<file path="src/logic/aost_params.svh">
`ifndef AOST_PARAMS_SVH
`define AOST_PARAMS_SVH
// ****************************************
// register byte addresses
// ****************************************
`define AOST_ADDR_CTRL     8'h00
`define AOST_ADDR_CLEAR    8'h04
`define AOST_ADDR_LINES    8'h08
`define AOST_ADDR_STATUS   8'h0C
`define AOST_ADDR_MASK     8'h10
`define AOST_ADDR_MAP_LO   8'h14
`define AOST_ADDR_MAP_HI   8'h18
`define AOST_ADDR_LASTCODE 8'h1C
// ****************************************
// control register fields
// ****************************************
`define AOST_CTRL_TRACK    0
`define AOST_CTRL_APOL     1
`define AOST_CTRL_SPOL     2
`define AOST_CTRL_IMETER   3
// clear register: bit 4 clears all, bits 3:0 clear single lines
`define AOST_CLR_ALL       4
// ****************************************
// reset values and encodings
// ****************************************
`define AOST_CTRL_RST      4'h8
`define AOST_MASK_RST      3'h0
// pin idle levels for the reset polarity settings (both active low)
`define AOST_ALARM_RST     4'hF
`define AOST_STROBE_RST    1'h1
`define AOST_CODE_NONE     2'h0
`define AOST_CODE_LO       2'h1
`define AOST_CODE_HI       2'h2
`define AOST_SLVERR        2'h2
`define AOST_OKAY          2'h0
// status bits: 0 alarm raised, 1 strobe issued, 2 scan started
`define AOST_ST_ALARM      0
`define AOST_ST_STROBE     1
`define AOST_ST_SCAN       2
`endif

</file>
<file path="src/logic/aost_pkg.sv">
package aost_pkg;
  typedef enum logic [1:0] {
    AOST_PULSE_IDLE = 2'b01,
    AOST_PULSE_HIGH = 2'b10
  } aost_pulse_t;
  typedef logic [1:0] aost_code_t;
endpackage

</file>
<file path="src/logic/aost_line.sv">
`timescale 1ns/1ns
`include "aost_params.svh"
// one alarm line: latch or track behaviour before polarity is applied
module aost_line
  import aost_pkg::*;
(
  // clock and reset
  input  wire logic core_clk,
  input  wire logic rst,
  // events
  input  wire logic track_mode,
  input  wire logic hit,
  input  wire logic in_limits,
  input  wire logic clear,
  // state
  output logic      active
);
  logic active_next;

  // a new crossing wins over a same-cycle clear so no alarm is lost
  assign active_next = hit ? 1'b1 :
                       clear ? 1'b0 :
                       (track_mode && in_limits) ? 1'b0 : active;

  always_ff @(posedge core_clk) begin
    if (rst) begin
      active <= 1'b0;
    end else begin
      active <= active_next;
    end
  end
endmodule

</file>
<file path="src/logic/aost_strobe.sv">
`timescale 1ns/1ns
`include "aost_params.svh"
// channel-closed strobe: one-clock pulse of selectable active level
module aost_strobe
  import aost_pkg::*;
(
  // clock and reset
  input  wire logic core_clk,
  input  wire logic rst,
  // control
  input  wire logic fire,
  input  wire logic strobe_active_high,
  // pin
  output logic      strobe_pin
);
  aost_pulse_t state_reg;
  aost_pulse_t state_next;

  // pulse lasts one cycle, then returns to idle level
  always_comb begin
    case (state_reg)
      AOST_PULSE_IDLE: state_next = fire ? AOST_PULSE_HIGH : AOST_PULSE_IDLE;
      AOST_PULSE_HIGH: state_next = AOST_PULSE_IDLE;
      default:         state_next = AOST_PULSE_IDLE;
    endcase
  end

  always_ff @(posedge core_clk) begin
    if (rst) begin
      state_reg  <= AOST_PULSE_IDLE;
      strobe_pin <= `AOST_STROBE_RST;
    end else begin
      state_reg  <= state_next;
      // active edge is the leading edge of the pulse
      strobe_pin <= (state_next == AOST_PULSE_HIGH) ~^ strobe_active_high;
    end
  end
endmodule

</file>
<file path="src/logic/aost_top.sv">
// The AXI4-Lite register port and the register addresses are this design's own decisions.
`timescale 1ns/1ns
`include "aost_params.svh"
// Contract
// a clear-all request drops all four alarm lines at once.
// a single-line clear naming line 1 to 4 drops only that line.
// clears are taken at any time and never erase stored alarm codes.
// starting a new scan discards the stored alarm codes.
// each channel maps to one alarm line and reports only there.
// digital pattern match or change and totalizer count reached raise alarms.
// latch mode holds a line until clear, new scan or reset.
// track mode drops a line automatically once a reading is within limits.
// one polarity setting drives all four lines, low or high when active.
// the strobe's active edge is rising or falling per its polarity setting.
// with the internal meter the strobe fires at each sweep end only.
// with the internal meter off the strobe fires at each channel closure.
// each reading carries alarm code 0 none, 1 low, 2 high.
// after reset every line and the strobe sit at their inactive level.
module aost_top
  import aost_pkg::*;
#(
  parameter int CHANNELS = 16
)
(
  // clock and reset
  input  wire logic                        core_clk,
  input  wire logic                        rst,
  // axi4-lite write address
  input  wire logic [7:0]                  s_axi_awaddr,
  input  wire logic                        s_axi_awvalid,
  output logic                             s_axi_awready,
  // axi4-lite write data
  input  wire logic [31:0]                 s_axi_wdata,
  input  wire logic [3:0]                  s_axi_wstrb,
  input  wire logic                        s_axi_wvalid,
  output logic                             s_axi_wready,
  // axi4-lite write response
  output logic [1:0]                       s_axi_bresp,
  output logic                             s_axi_bvalid,
  input  wire logic                        s_axi_bready,
  // axi4-lite read
  input  wire logic [7:0]                  s_axi_araddr,
  input  wire logic                        s_axi_arvalid,
  output logic                             s_axi_arready,
  output logic [31:0]                      s_axi_rdata,
  output logic [1:0]                       s_axi_rresp,
  output logic                             s_axi_rvalid,
  input  wire logic                        s_axi_rready,
  // measurement results from the scan engine
  input  wire logic                        reading_valid,
  input  wire logic [$clog2(CHANNELS)-1:0] reading_channel,
  input  wire logic                        reading_low,
  input  wire logic                        reading_high,
  input  wire logic                        digital_event,
  // scan sequencing
  input  wire logic                        scan_start,
  input  wire logic                        sweep_end,
  input  wire logic                        channel_closed,
  // stored alarm code of the last reading
  output logic [1:0]                       reading_code,
  output logic                             reading_code_valid,
  // connector pins
  output logic [3:0]                       alarm_out,
  output logic                             channel_closed_strobe,
  // interrupt
  output logic                             irq
);
  initial begin
    if (CHANNELS < 2 || CHANNELS > 16) begin
      $error("CHANNELS must be 2..16");
    end
  end

  // ****************************************
  // registers
  // ****************************************
  logic [3:0]            ctrl_reg;
  logic [31:0]           map_reg;
  logic [2:0]            status_reg;
  logic [2:0]            status_next;
  logic [2:0]            mask_reg;
  logic [1:0]            code_reg;
  logic [1:0]            code_next;
  logic                  code_valid_reg;
  logic [3:0]            alarm_reg;
  logic [3:0]            line_active;
  logic                  irq_reg;

  wire track_mode         = ctrl_reg[`AOST_CTRL_TRACK];
  wire alarm_active_high  = ctrl_reg[`AOST_CTRL_APOL];
  wire strobe_active_high = ctrl_reg[`AOST_CTRL_SPOL];
  wire internal_meter_select = ctrl_reg[`AOST_CTRL_IMETER];

  // ****************************************
  // axi4-lite slave
  // ****************************************
  logic       aw_held;
  logic       w_held;
  logic [7:0] aw_addr_reg;
  logic [31:0] w_data_reg;
  logic [3:0] w_strb_reg;

  // the slave holds each half until both are present, then answers
  wire aw_take  = s_axi_awvalid && s_axi_awready;
  wire w_take   = s_axi_wvalid && s_axi_wready;
  wire wr_fire  = aw_held && w_held && !s_axi_bvalid;
  wire ar_take  = s_axi_arvalid && s_axi_arready;

  wire wr_ctrl  = wr_fire && (aw_addr_reg == `AOST_ADDR_CTRL);
  wire wr_clear = wr_fire && (aw_addr_reg == `AOST_ADDR_CLEAR);
  wire wr_mask  = wr_fire && (aw_addr_reg == `AOST_ADDR_MASK);
  wire wr_maplo = wr_fire && (aw_addr_reg == `AOST_ADDR_MAP_LO);
  wire wr_maphi = wr_fire && (aw_addr_reg == `AOST_ADDR_MAP_HI);
  wire wr_known = wr_ctrl || wr_clear || wr_mask || wr_maplo || wr_maphi;
  wire rd_status = ar_take && (s_axi_araddr == `AOST_ADDR_STATUS);

  // byte-lane merge, used for every writable register except the clear register
  function automatic logic [31:0] merge(input logic [31:0] old_v,
                                        input logic [31:0] new_v,
                                        input logic [3:0]  strb);
    logic [31:0] r;
    r = old_v;
    for (int i = 0; i < 4; i++) begin
      if (strb[i]) begin
        r[i*8 +: 8] = new_v[i*8 +: 8];
      end
    end
    return r;
  endfunction

  wire [31:0] ctrl_merged = merge({28'h0000000, ctrl_reg}, w_data_reg, w_strb_reg);
  wire [31:0] mask_merged = merge({29'h00000000, mask_reg}, w_data_reg, w_strb_reg);

  // read mux; unmapped addresses answer slverr with zero data
  logic [31:0] rd_data;
  logic        rd_ok;
  always_comb begin
    rd_ok = 1'b1;
    if (s_axi_araddr == `AOST_ADDR_CTRL) begin
      rd_data = {28'h0000000, ctrl_reg};
    end else if (s_axi_araddr == `AOST_ADDR_CLEAR) begin
      rd_data = 32'h00000000;
    end else if (s_axi_araddr == `AOST_ADDR_LINES) begin
      rd_data = {28'h0000000, line_active};
    end else if (s_axi_araddr == `AOST_ADDR_STATUS) begin
      rd_data = {29'h00000000, status_reg};
    end else if (s_axi_araddr == `AOST_ADDR_MASK) begin
      rd_data = {29'h00000000, mask_reg};
    end else if (s_axi_araddr == `AOST_ADDR_MAP_LO) begin
      rd_data = {16'h0000, map_reg[15:0]};
    end else if (s_axi_araddr == `AOST_ADDR_MAP_HI) begin
      rd_data = {16'h0000, map_reg[31:16]};
    end else if (s_axi_araddr == `AOST_ADDR_LASTCODE) begin
      rd_data = {29'h00000000, code_valid_reg, code_reg};
    end else begin
      rd_data = 32'h00000000;
      rd_ok   = 1'b0;
    end
  end

  // write channels
  always_ff @(posedge core_clk) begin
    if (rst) begin
      aw_held       <= 1'b0;
      w_held        <= 1'b0;
      aw_addr_reg   <= 8'h00;
      w_data_reg    <= 32'h00000000;
      w_strb_reg    <= 4'h0;
      s_axi_awready <= 1'b0;
      s_axi_wready  <= 1'b0;
      s_axi_bvalid  <= 1'b0;
      s_axi_bresp   <= `AOST_OKAY;
    end else begin
      s_axi_awready <= !aw_held && !aw_take;
      s_axi_wready  <= !w_held && !w_take;
      if (aw_take) begin
        aw_held     <= 1'b1;
        aw_addr_reg <= s_axi_awaddr;
      end
      if (w_take) begin
        w_held     <= 1'b1;
        w_data_reg <= s_axi_wdata;
        w_strb_reg <= s_axi_wstrb;
      end
      if (wr_fire) begin
        s_axi_bvalid <= 1'b1;
        s_axi_bresp  <= wr_known ? `AOST_OKAY : `AOST_SLVERR;
      end else if (s_axi_bvalid && s_axi_bready) begin
        s_axi_bvalid  <= 1'b0;
        aw_held       <= 1'b0;
        w_held        <= 1'b0;
        s_axi_awready <= 1'b1;
        s_axi_wready  <= 1'b1;
      end
    end
  end

  // read channel
  always_ff @(posedge core_clk) begin
    if (rst) begin
      s_axi_arready <= 1'b0;
      s_axi_rvalid  <= 1'b0;
      s_axi_rdata   <= 32'h00000000;
      s_axi_rresp   <= `AOST_OKAY;
    end else if (ar_take) begin
      s_axi_arready <= 1'b0;
      s_axi_rvalid  <= 1'b1;
      s_axi_rdata   <= rd_data;
      s_axi_rresp   <= rd_ok ? `AOST_OKAY : `AOST_SLVERR;
    end else if (s_axi_rvalid && s_axi_rready) begin
      s_axi_rvalid  <= 1'b0;
      s_axi_arready <= 1'b1;
    end else if (!s_axi_rvalid) begin
      s_axi_arready <= 1'b1;
    end
  end

  // map halves are 16 bits; only the low half of the merged word is kept
  wire [31:0] maplo_merged = merge({16'h0000, map_reg[15:0]}, w_data_reg, w_strb_reg);
  wire [31:0] maphi_merged = merge({16'h0000, map_reg[31:16]}, w_data_reg, w_strb_reg);

  // configuration registers
  always_ff @(posedge core_clk) begin
    if (rst) begin
      ctrl_reg <= `AOST_CTRL_RST;
      mask_reg <= `AOST_MASK_RST;
      map_reg  <= 32'h00000000;
    end else begin
      if (wr_ctrl) ctrl_reg <= ctrl_merged[3:0];
      if (wr_mask) mask_reg <= mask_merged[2:0];
      if (wr_maplo) map_reg[15:0] <= maplo_merged[15:0];
      if (wr_maphi) map_reg[31:16] <= maphi_merged[15:0];
    end
  end

  // ****************************************
  // alarm routing
  // ****************************************
  // two bits per channel select the line; channels above 16 never exist
  wire [1:0] sel_line = map_reg[{reading_channel, 1'b0} +: 2];
  wire out_of_lim = reading_low || reading_high;
  wire raise      = reading_valid && (out_of_lim || digital_event);
  wire in_lim     = reading_valid && !out_of_lim && !digital_event;

  // clear-all ored into each per-line clear; scan start clears too
  wire [3:0] clr_bits = w_data_reg[3:0] & {4{wr_clear}};
  wire       clr_all  = wr_clear && w_data_reg[`AOST_CLR_ALL];

  genvar g;
  generate
    for (g = 0; g < 4; g++) begin : gen_line
      aost_line u_line (
        .core_clk  (core_clk),
        .rst       (rst),
        .track_mode(track_mode),
        .hit       (raise && (sel_line == 2'(g))),
        .in_limits (in_lim && (sel_line == 2'(g))),
        .clear     (clr_all || clr_bits[g] || scan_start),
        .active    (line_active[g])
      );
    end
  endgenerate

  // polarity applied at the pin flops; reset gives the inactive level
  always_ff @(posedge core_clk) begin
    if (rst) begin
      alarm_reg <= `AOST_ALARM_RST;
    end else begin
      alarm_reg <= alarm_active_high ? line_active : ~line_active;
    end
  end
  assign alarm_out = alarm_reg;

  // ****************************************
  // stored alarm code
  // ****************************************
  // clears of alarm lines never touch this; only scan start and reset do
  assign code_next = reading_high ? `AOST_CODE_HI :
                     reading_low  ? `AOST_CODE_LO : `AOST_CODE_NONE;
  always_ff @(posedge core_clk) begin
    if (rst || scan_start) begin
      code_reg       <= `AOST_CODE_NONE;
      code_valid_reg <= 1'b0;
    end else if (reading_valid) begin
      code_reg       <= code_next;
      code_valid_reg <= 1'b1;
    end
  end
  assign reading_code       = code_reg;
  assign reading_code_valid = code_valid_reg;

  // ****************************************
  // channel-closed strobe
  // ****************************************
  wire strobe_fire = internal_meter_select ? sweep_end
                                           : channel_closed;
  aost_strobe u_strobe (
    .core_clk          (core_clk),
    .rst               (rst),
    .fire              (strobe_fire),
    .strobe_active_high(strobe_active_high),
    .strobe_pin        (channel_closed_strobe)
  );

  // ****************************************
  // interrupt status, cleared by read; new events win
  // ****************************************
  wire [2:0] evt = {scan_start, strobe_fire, raise};
  assign status_next = (rd_status ? 3'h0 : status_reg) | evt;
  always_ff @(posedge core_clk) begin
    if (rst) begin
      status_reg <= 3'h0;
      irq_reg    <= 1'b0;
    end else begin
      status_reg <= status_next;
      irq_reg    <= |(status_next & mask_reg);
    end
  end
  assign irq = irq_reg;
endmodule

</file>
<file path="config.mk">
export PLATFORM = sky130hd
export DESIGN_NAME = aost_top
export DESIGN_NICKNAME = d
export VERILOG_FILES = /design/src/logic/aost_pkg.sv /design/src/logic/aost_line.sv /design/src/logic/aost_strobe.sv /design/src/logic/aost_top.sv
export VERILOG_INCLUDE_DIRS = /design/src /design/src/logic
export SDC_FILE = /design/constraint.sdc
export NUM_CORES = 1
export LEC_CHECK = 0
export ABC_AREA = 1
export BUFFER_PORTS_ARGS = -buffer_cell sky130_fd_sc_hd__buf_2
export CAP_MARGIN = 20
export CORE_MARGIN = 5
export CORE_UTILIZATION = 48
export DETAILED_ROUTE_END_ITERATION = 10
export PLACE_DENSITY = 0.76
export SLEW_MARGIN = 15
export SYNTH_ARGS = -nofsm -noshare
export SYNTH_HDL_FRONTEND = slang
export SYNTH_SLANG_ARGS = --single-unit
</file>
<file path="constraint.sdc">
create_clock -name core_clk -period 1.4 [get_ports core_clk]
set_clock_uncertainty 0.1 [all_clocks]
set_input_delay 0.21 -clock core_clk [delete_from_list [all_inputs] [get_ports core_clk]]
set_output_delay 0.21 -clock core_clk [all_outputs]
set_load 0.03 [all_outputs]
</file>
==> flow_summary.yaml, run 1 <==
timing:
  grt_setup_unrepaired: "true"
  setup_viol: 44
  fin_ws_ps: -274
  hold_slack_ps: 7.66
  period_minus_slack_ps: 1670
  hold_viol: 0
  fmax_mhz: 597
  period_share: 1.20
  maxSlewViolCount: 0
cts:
  htree_levels: 3
  cts_inserted_buffers: 9
  clock_sinks: 108
  clk_pin_slew_worst_paths_ps: 120
  insertion_delay_ps: 380
  cts_tree: "yes"
  cts_buffer_depth: 2
  cts_root_buf: "clkbuf_8"
min_path:
  hp-class: "in -> reg"
cells_and_area:
  multiInputGateArea_um2: 2360
  final_util: 0.646
  largest_reg_flops: 32
  fin_cells: 941
  diodes: 0
  fillers: 814
  drive_gt1_frac: 0.295
  nNetsFinal: 873
  regArea_um2: 2170
  area_growth_syn_to_layout_pct: 30.1
  final_cell_mix: "dfxtp_1, nand2_1, buf_2"
  final_common_cell: "dfxtp_1"
die:
  fp.coreArea_um2: 9860
  rows: 36
  ioPinCount: 120
  start_util: 0.496
  die_h_um: 111
  die_area_um2: 12300
  die_x_um: 111
global_routing:
  grt_max_degree: 45
  grt_pass1_vias: 4626
  antenna_found_initial: 0
  grtUsageTotal: 0.206
  grt_overflow: 0
  grt_pass1_wl_um: 21300
drt:
  drtAntennaViolNets: 0
  wl_um: 13300
  drcViolationCount: 0
  routed_via_density: 5.27
  vias: 4963
  drtPass1Iterations: 5
  first_iter_violations: 365
  routedWlPerCell_um: 14.1
placement:
  dp_hpwl_um: 9830
  preCtsSetupSlack_ps: -260
  placed_cells: 908
  portBuffers: 83
  gp_congestion: 1.00
synthesis:
  async_reset_ff_frac: 0
  ys_seq_area_frac: 0.442
  netlist_instances: 652
  syn_avg_cell_area_um2: 7.51
  yosys_warnings: 0
  synth_top_area_share: 0.442
  synth_edf_count: 0
  synthFlopType: "dfxtp_1"
  synth_top_cell_by_area: "dfxtp_1"
  synth-seq-cells: 108
  netlist_area_um2: 4900
  synth_cell_types: 42
  synthTopCellsByArea: "dfxtp_1, a21oi_1, o21ai_0"
pwr:
  power_w: 0.00601
  power.density_nw_per_um2: 943
  peakVddDrop_v: 0.000597
  power_leakage_nw: 2.75
setup_path:
  cp_max_fo: 5
  critPathArrivalTime_ps: 1850
  start_kind: "flop"
  cp-end-kind: "flop"
  required_ps: 1580
  critPathKind: "reg -> reg"
outcome:
  failed_checks: "negative setup slack"
  status: "finished, violations left"
run:
  drv_cap: 0
stage by stage:
stage	TNS [ps]	cell area, µm²
detailed placement	-11250	5840
CTS	-6200	6250
global route	-11110	6370
floorplan	-2730	5000
global placement	-8720	5840
finish	-7720	6370
path summary, 6_finish.rpt:
check / start / end / slack [ps] / depth (start not counted)
worst max-delay path: aw_addr_reg[6] / map_reg[20] / -270 / 7
worst min-delay path: s_axi_awaddr[2] / aw_addr_reg[2] / 8 / 3
worst max register to register: aw_addr_reg[6] / map_reg[20] / -270 / 7
worst min register to register: s_axi_rdata[6] / s_axi_rdata[6] / 370 / 2
metal layers:
layer	vias up	share of wire	track usage
met5	-	0	0
met4	0	0.017	0.0673
met3	25	0.10	0.0573
met2	252	0.46	0.339
met1	2253	0.42	0.262
li1	2433	-	-
area by class of cell:
type / instances / area share
multi-input combinational: 435 / 0.371
timing repair buffer: 164 / 0.180
inverter: 85 / 0.0513
clock buffer: 9 / 0.0194
sequential: 108 / 0.340
clock inverter: 7 / 0.0122
tap: 133 / 0.0261
timing repair:
item	CTS	global route
pin swaps	5	6
buffers inserted	5	0
hold buffers	10	0
gates cloned	0	2
setup endpoints to repair	44	51
hold endpoints to repair	10	0
resized for setup	14	44
cell usage after synthesis, types with 6 or more instances:
cell type / number
a21oi_1: 91
a22oi_1: 6
buf_4: 20
clkbuf_1: 15
dfxtp_1: 108
inv_1: 80
nand2_1: 96
nand3_1: 51
nor2_1: 45
nor2_4: 6
o21ai_0: 72
o22ai_1: 6
worst max-delay path, stage by stage (launching register included):
cell     delay (ps)
dfxtp_2         330
or2_4           250
nor2_4          110
nand2_4         100
nor2_4          220
nand3_2         170
o21ai_0         240
a21oi_1          70
logic make-up (layout without fill, tap and decap cells):
logic type	count (synthesis)	after routing	share of synthesized area
flip-flops	108	108	0.442
multiplexers	1	1	0.00204
AND/OR/NAND/NOR	221	223	0.222
buffers and inverters	128	265	0.122
other	1	18	0.000766
AO/OA/AOI/OAI	193	193	0.211
power by group:
part / switching (W) / leakage, nW / total (W) / internal [W]
combinational: 0.000551 / 1.77 / 0.000859 / 0.000307
sequential: 0.0000861 / 0.881 / 0.00327 / 0.00318
clock: 0.00117 / 0.0983 / 0.00188 / 0.000709
Power figures use the tool's default switching activity.
==> inputs of run 2 (changes only) <==
--- a/config.mk
+++ b/config.mk
@@ -16,4 +16,5 @@
 export SLEW_MARGIN = 15
 export SYNTH_ARGS = -nofsm -noshare
 export SYNTH_HDL_FRONTEND = slang
+export SYNTH_HIERARCHICAL = 1
 export SYNTH_SLANG_ARGS = --single-unit
==> constraint.sdc (replaced) <==
create_clock -name core_clk -period 1.4 [get_ports core_clk]
set_clock_uncertainty 0.1 [all_clocks]
set_input_delay 0.28 -clock core_clk [delete_from_list [all_inputs] [get_ports core_clk]]
set_output_delay 0.28 -clock core_clk [all_outputs]
set_load 0.03 [all_outputs]
==> run 2 against run 1 <==
The run still ends with negative setup slack left; cell count increased by 1.9%; non-clock buffer count decreased by 2; global-route usage grew 0.18 points; die area up 1.3%; hold slack gained 27 ps; first-iteration DRC count fell by 8.5%; power rose by 2.1%; area after synthesis increased by 1.5%; count of clock-buffer cells in the layout did not move; sequential power hardly changed; design area grew 3.3%; critical path type unchanged.
==> flow_summary.yaml, run 2 <==
outcome:
  status: "finished, violations left"
  failed_checks: "negative setup slack"
synthesis:
  yosys_warnings: 6
  syn_avg_cell_area_um2: 7.38
  synth_top_area_share: 0.435
  synth_common_cells: "dfxtp_1, inv_1, a21oi_1"
  synth_edf_count: 0
  netlist_area_um2: 4970
  synth_top_cell_by_area: "dfxtp_1"
  synthTopCellsByArea: "dfxtp_1, a21oi_1, o21ai_0"
  async_reset_ff_frac: 0
  netlist_instances: 673
  synth-seq-cells: 108
  yosysMostFrequentCell: "dfxtp_1"
  ys_seq_area_frac: 0.435
  synthFlopType: "dfxtp_1"
  synth_cell_types: 33
cells_and_area:
  multiInputGateArea_um2: 2530
  drive_gt1_frac: 0.348
  area_growth_syn_to_layout_pct: 32.4
  final_util: 0.643
  fillers: 840
  fin_cells: 959
  largest_reg_flops: 32
  regArea_um2: 2170
  diodes: 0
  final_cell_mix: "dfxtp_1, inv_1, nand2_1"
  final_common_cell: "dfxtp_1"
  nNetsFinal: 888
drt:
  routed_via_density: 5.25
  vias: 5034
  drtAntennaViolNets: 0
  routedWlPerCell_um: 14.7
  drtPass1Iterations: 6
  first_iter_violations: 334
  drcViolationCount: 0
  wl_um: 14100
cts:
  cts_buffer_depth: 2
  cts_inserted_buffers: 9
  clock_sinks: 108
  insertion_delay_ps: 380
  htree_levels: 3
  clk_pin_slew_worst_paths_ps: 110
  cts_tree: "yes"
  cts_root_buf: "clkbuf_8"
placement:
  placed_cells: 923
  gp_congestion: 0.887
  portBuffers: 83
  dp_hpwl_um: 9390
setup_path:
  cp_max_fo: 6
  cp-end-kind: "flop"
  critPathArrivalTime_ps: 1880
  start_kind: "flop"
  critPathKind: "reg -> reg"
  required_ps: 1590
timing:
  period_minus_slack_ps: 1690
  maxSlewViolCount: 0
  hold_viol: 0
  setup_viol: 44
  grt_setup_unrepaired: "true"
  fmax_mhz: 592
  period_share: 1.21
  fin_ws_ps: -289
die:
  die_area_um2: 12500
  fp.coreArea_um2: 10200
  ioPinCount: 120
  start_util: 0.486
  rows: 37
  die_h_um: 112
  die_x_um: 112
global_routing:
  grt_pass1_wl_um: 21700
  grt_max_degree: 50
  antenna_found_initial: 0
  grtUsageTotal: 0.208
  grt_overflow: 0
  grt_pass1_vias: 4691
pwr:
  peakVddDrop_v: 0.000521
  power.density_nw_per_um2: 933
  power_leakage_nw: 2.72
min_path:
  hp-class: "in -> reg"
run:
  drv_cap: 0
## run 2: changes by cell type in the layout (fill, tap and decap cells not counted), moves of 7 or more
cell and change:
nand3_1 -22, o21ai_2 +20, inv_1 +12, a21oi_2 +11, nand2_1 -11, dlygate4sd3_1 -10, nor2_1 +10, o211ai_1 +9
o21ai_1 -8, buf_6 +7
## run 2: cells by family (layout without fill, tap and decap cells)
kind of cell / Yosys count / after routing / share of synthesized area
flip-flops: 108 / 108 / 0.435
AO/OA/AOI/OAI: 216 / 216 / 0.234
AND/OR/NAND/NOR: 201 / 205 / 0.196
other: 1 / 18 / 0.000755
buffers and inverters: 147 / 276 / 0.134
## run 2: metrics by stage
step | setup TNS, ps | power [W] | hold WS (ps) | instance area (µm²) | setup WS, ps
after floorplan | -843 | 0.00386 | 242 | 5050 | -154
after global placement | -7160 | 0.00408 | 351 | 5850 | -260
after detailed placement | -8440 | 0.00411 | 352 | 5850 | -292
after CTS | -4570 | 0.00607 | 23.6 | 6290 | -186
after global routing | -10670 | 0.00639 | 47.3 | 6580 | -336
final | -7810 | 0.00614 | 34.5 | 6580 | -289
## run 2: repair_timing
action	CTS	global route
endpoints found under the setup margin	50	49
gates cloned	2	2
pin swaps	8	14
gates resized for setup	52	72
buffers inserted	10	6
hold buffers	0	0
## run 2: critical path: stages (launching register included)
cell	delay, ps
dfxtp_2	330
or2_4	270
buf_4	150
nor2_4	230
buf_6	140
nand3_4	130
a21oi_1	250
## run 2: final timing paths
kind	startpoint	end	slack, ps	cells after the start
max	aw_addr_reg[0]	map_reg[22]	-290	6
min reg2reg	s_axi_rdata[4]	s_axi_rdata[4]	370	2
min	rst	s_axi_wready	30	2
max reg2reg	aw_addr_reg[0]	map_reg[22]	-290	6
## run 2: power breakdown
part	switching [W]	internal [W]	total [W]
Sequential	0.000112	0.00318	0.00329
Clock	0.00112	0.000837	0.00195
Combinational	0.000555	0.000339	0.000894
## run 2: area by class of cell
| cell class | instances | share of cell area |
|---|---|---|
| multi-input cells | 439 | 0.384 |
| flip-flops and latches | 108 | 0.330 |
| repair buffers | 162 | 0.173 |
| inverters | 98 | 0.0569 |
| well taps | 136 | 0.0259 |
| clock buffers | 9 | 0.0188 |
| clock inverters | 7 | 0.0112 |
## run 2: routing by layer
metal  vias up  wire length, µm  track usage
li1       2481                -            -
met2       209             6740        0.343
met4         0              283       0.0681
met1      2315             5940        0.276
met3        29             1110       0.0391
met5         -                0            0
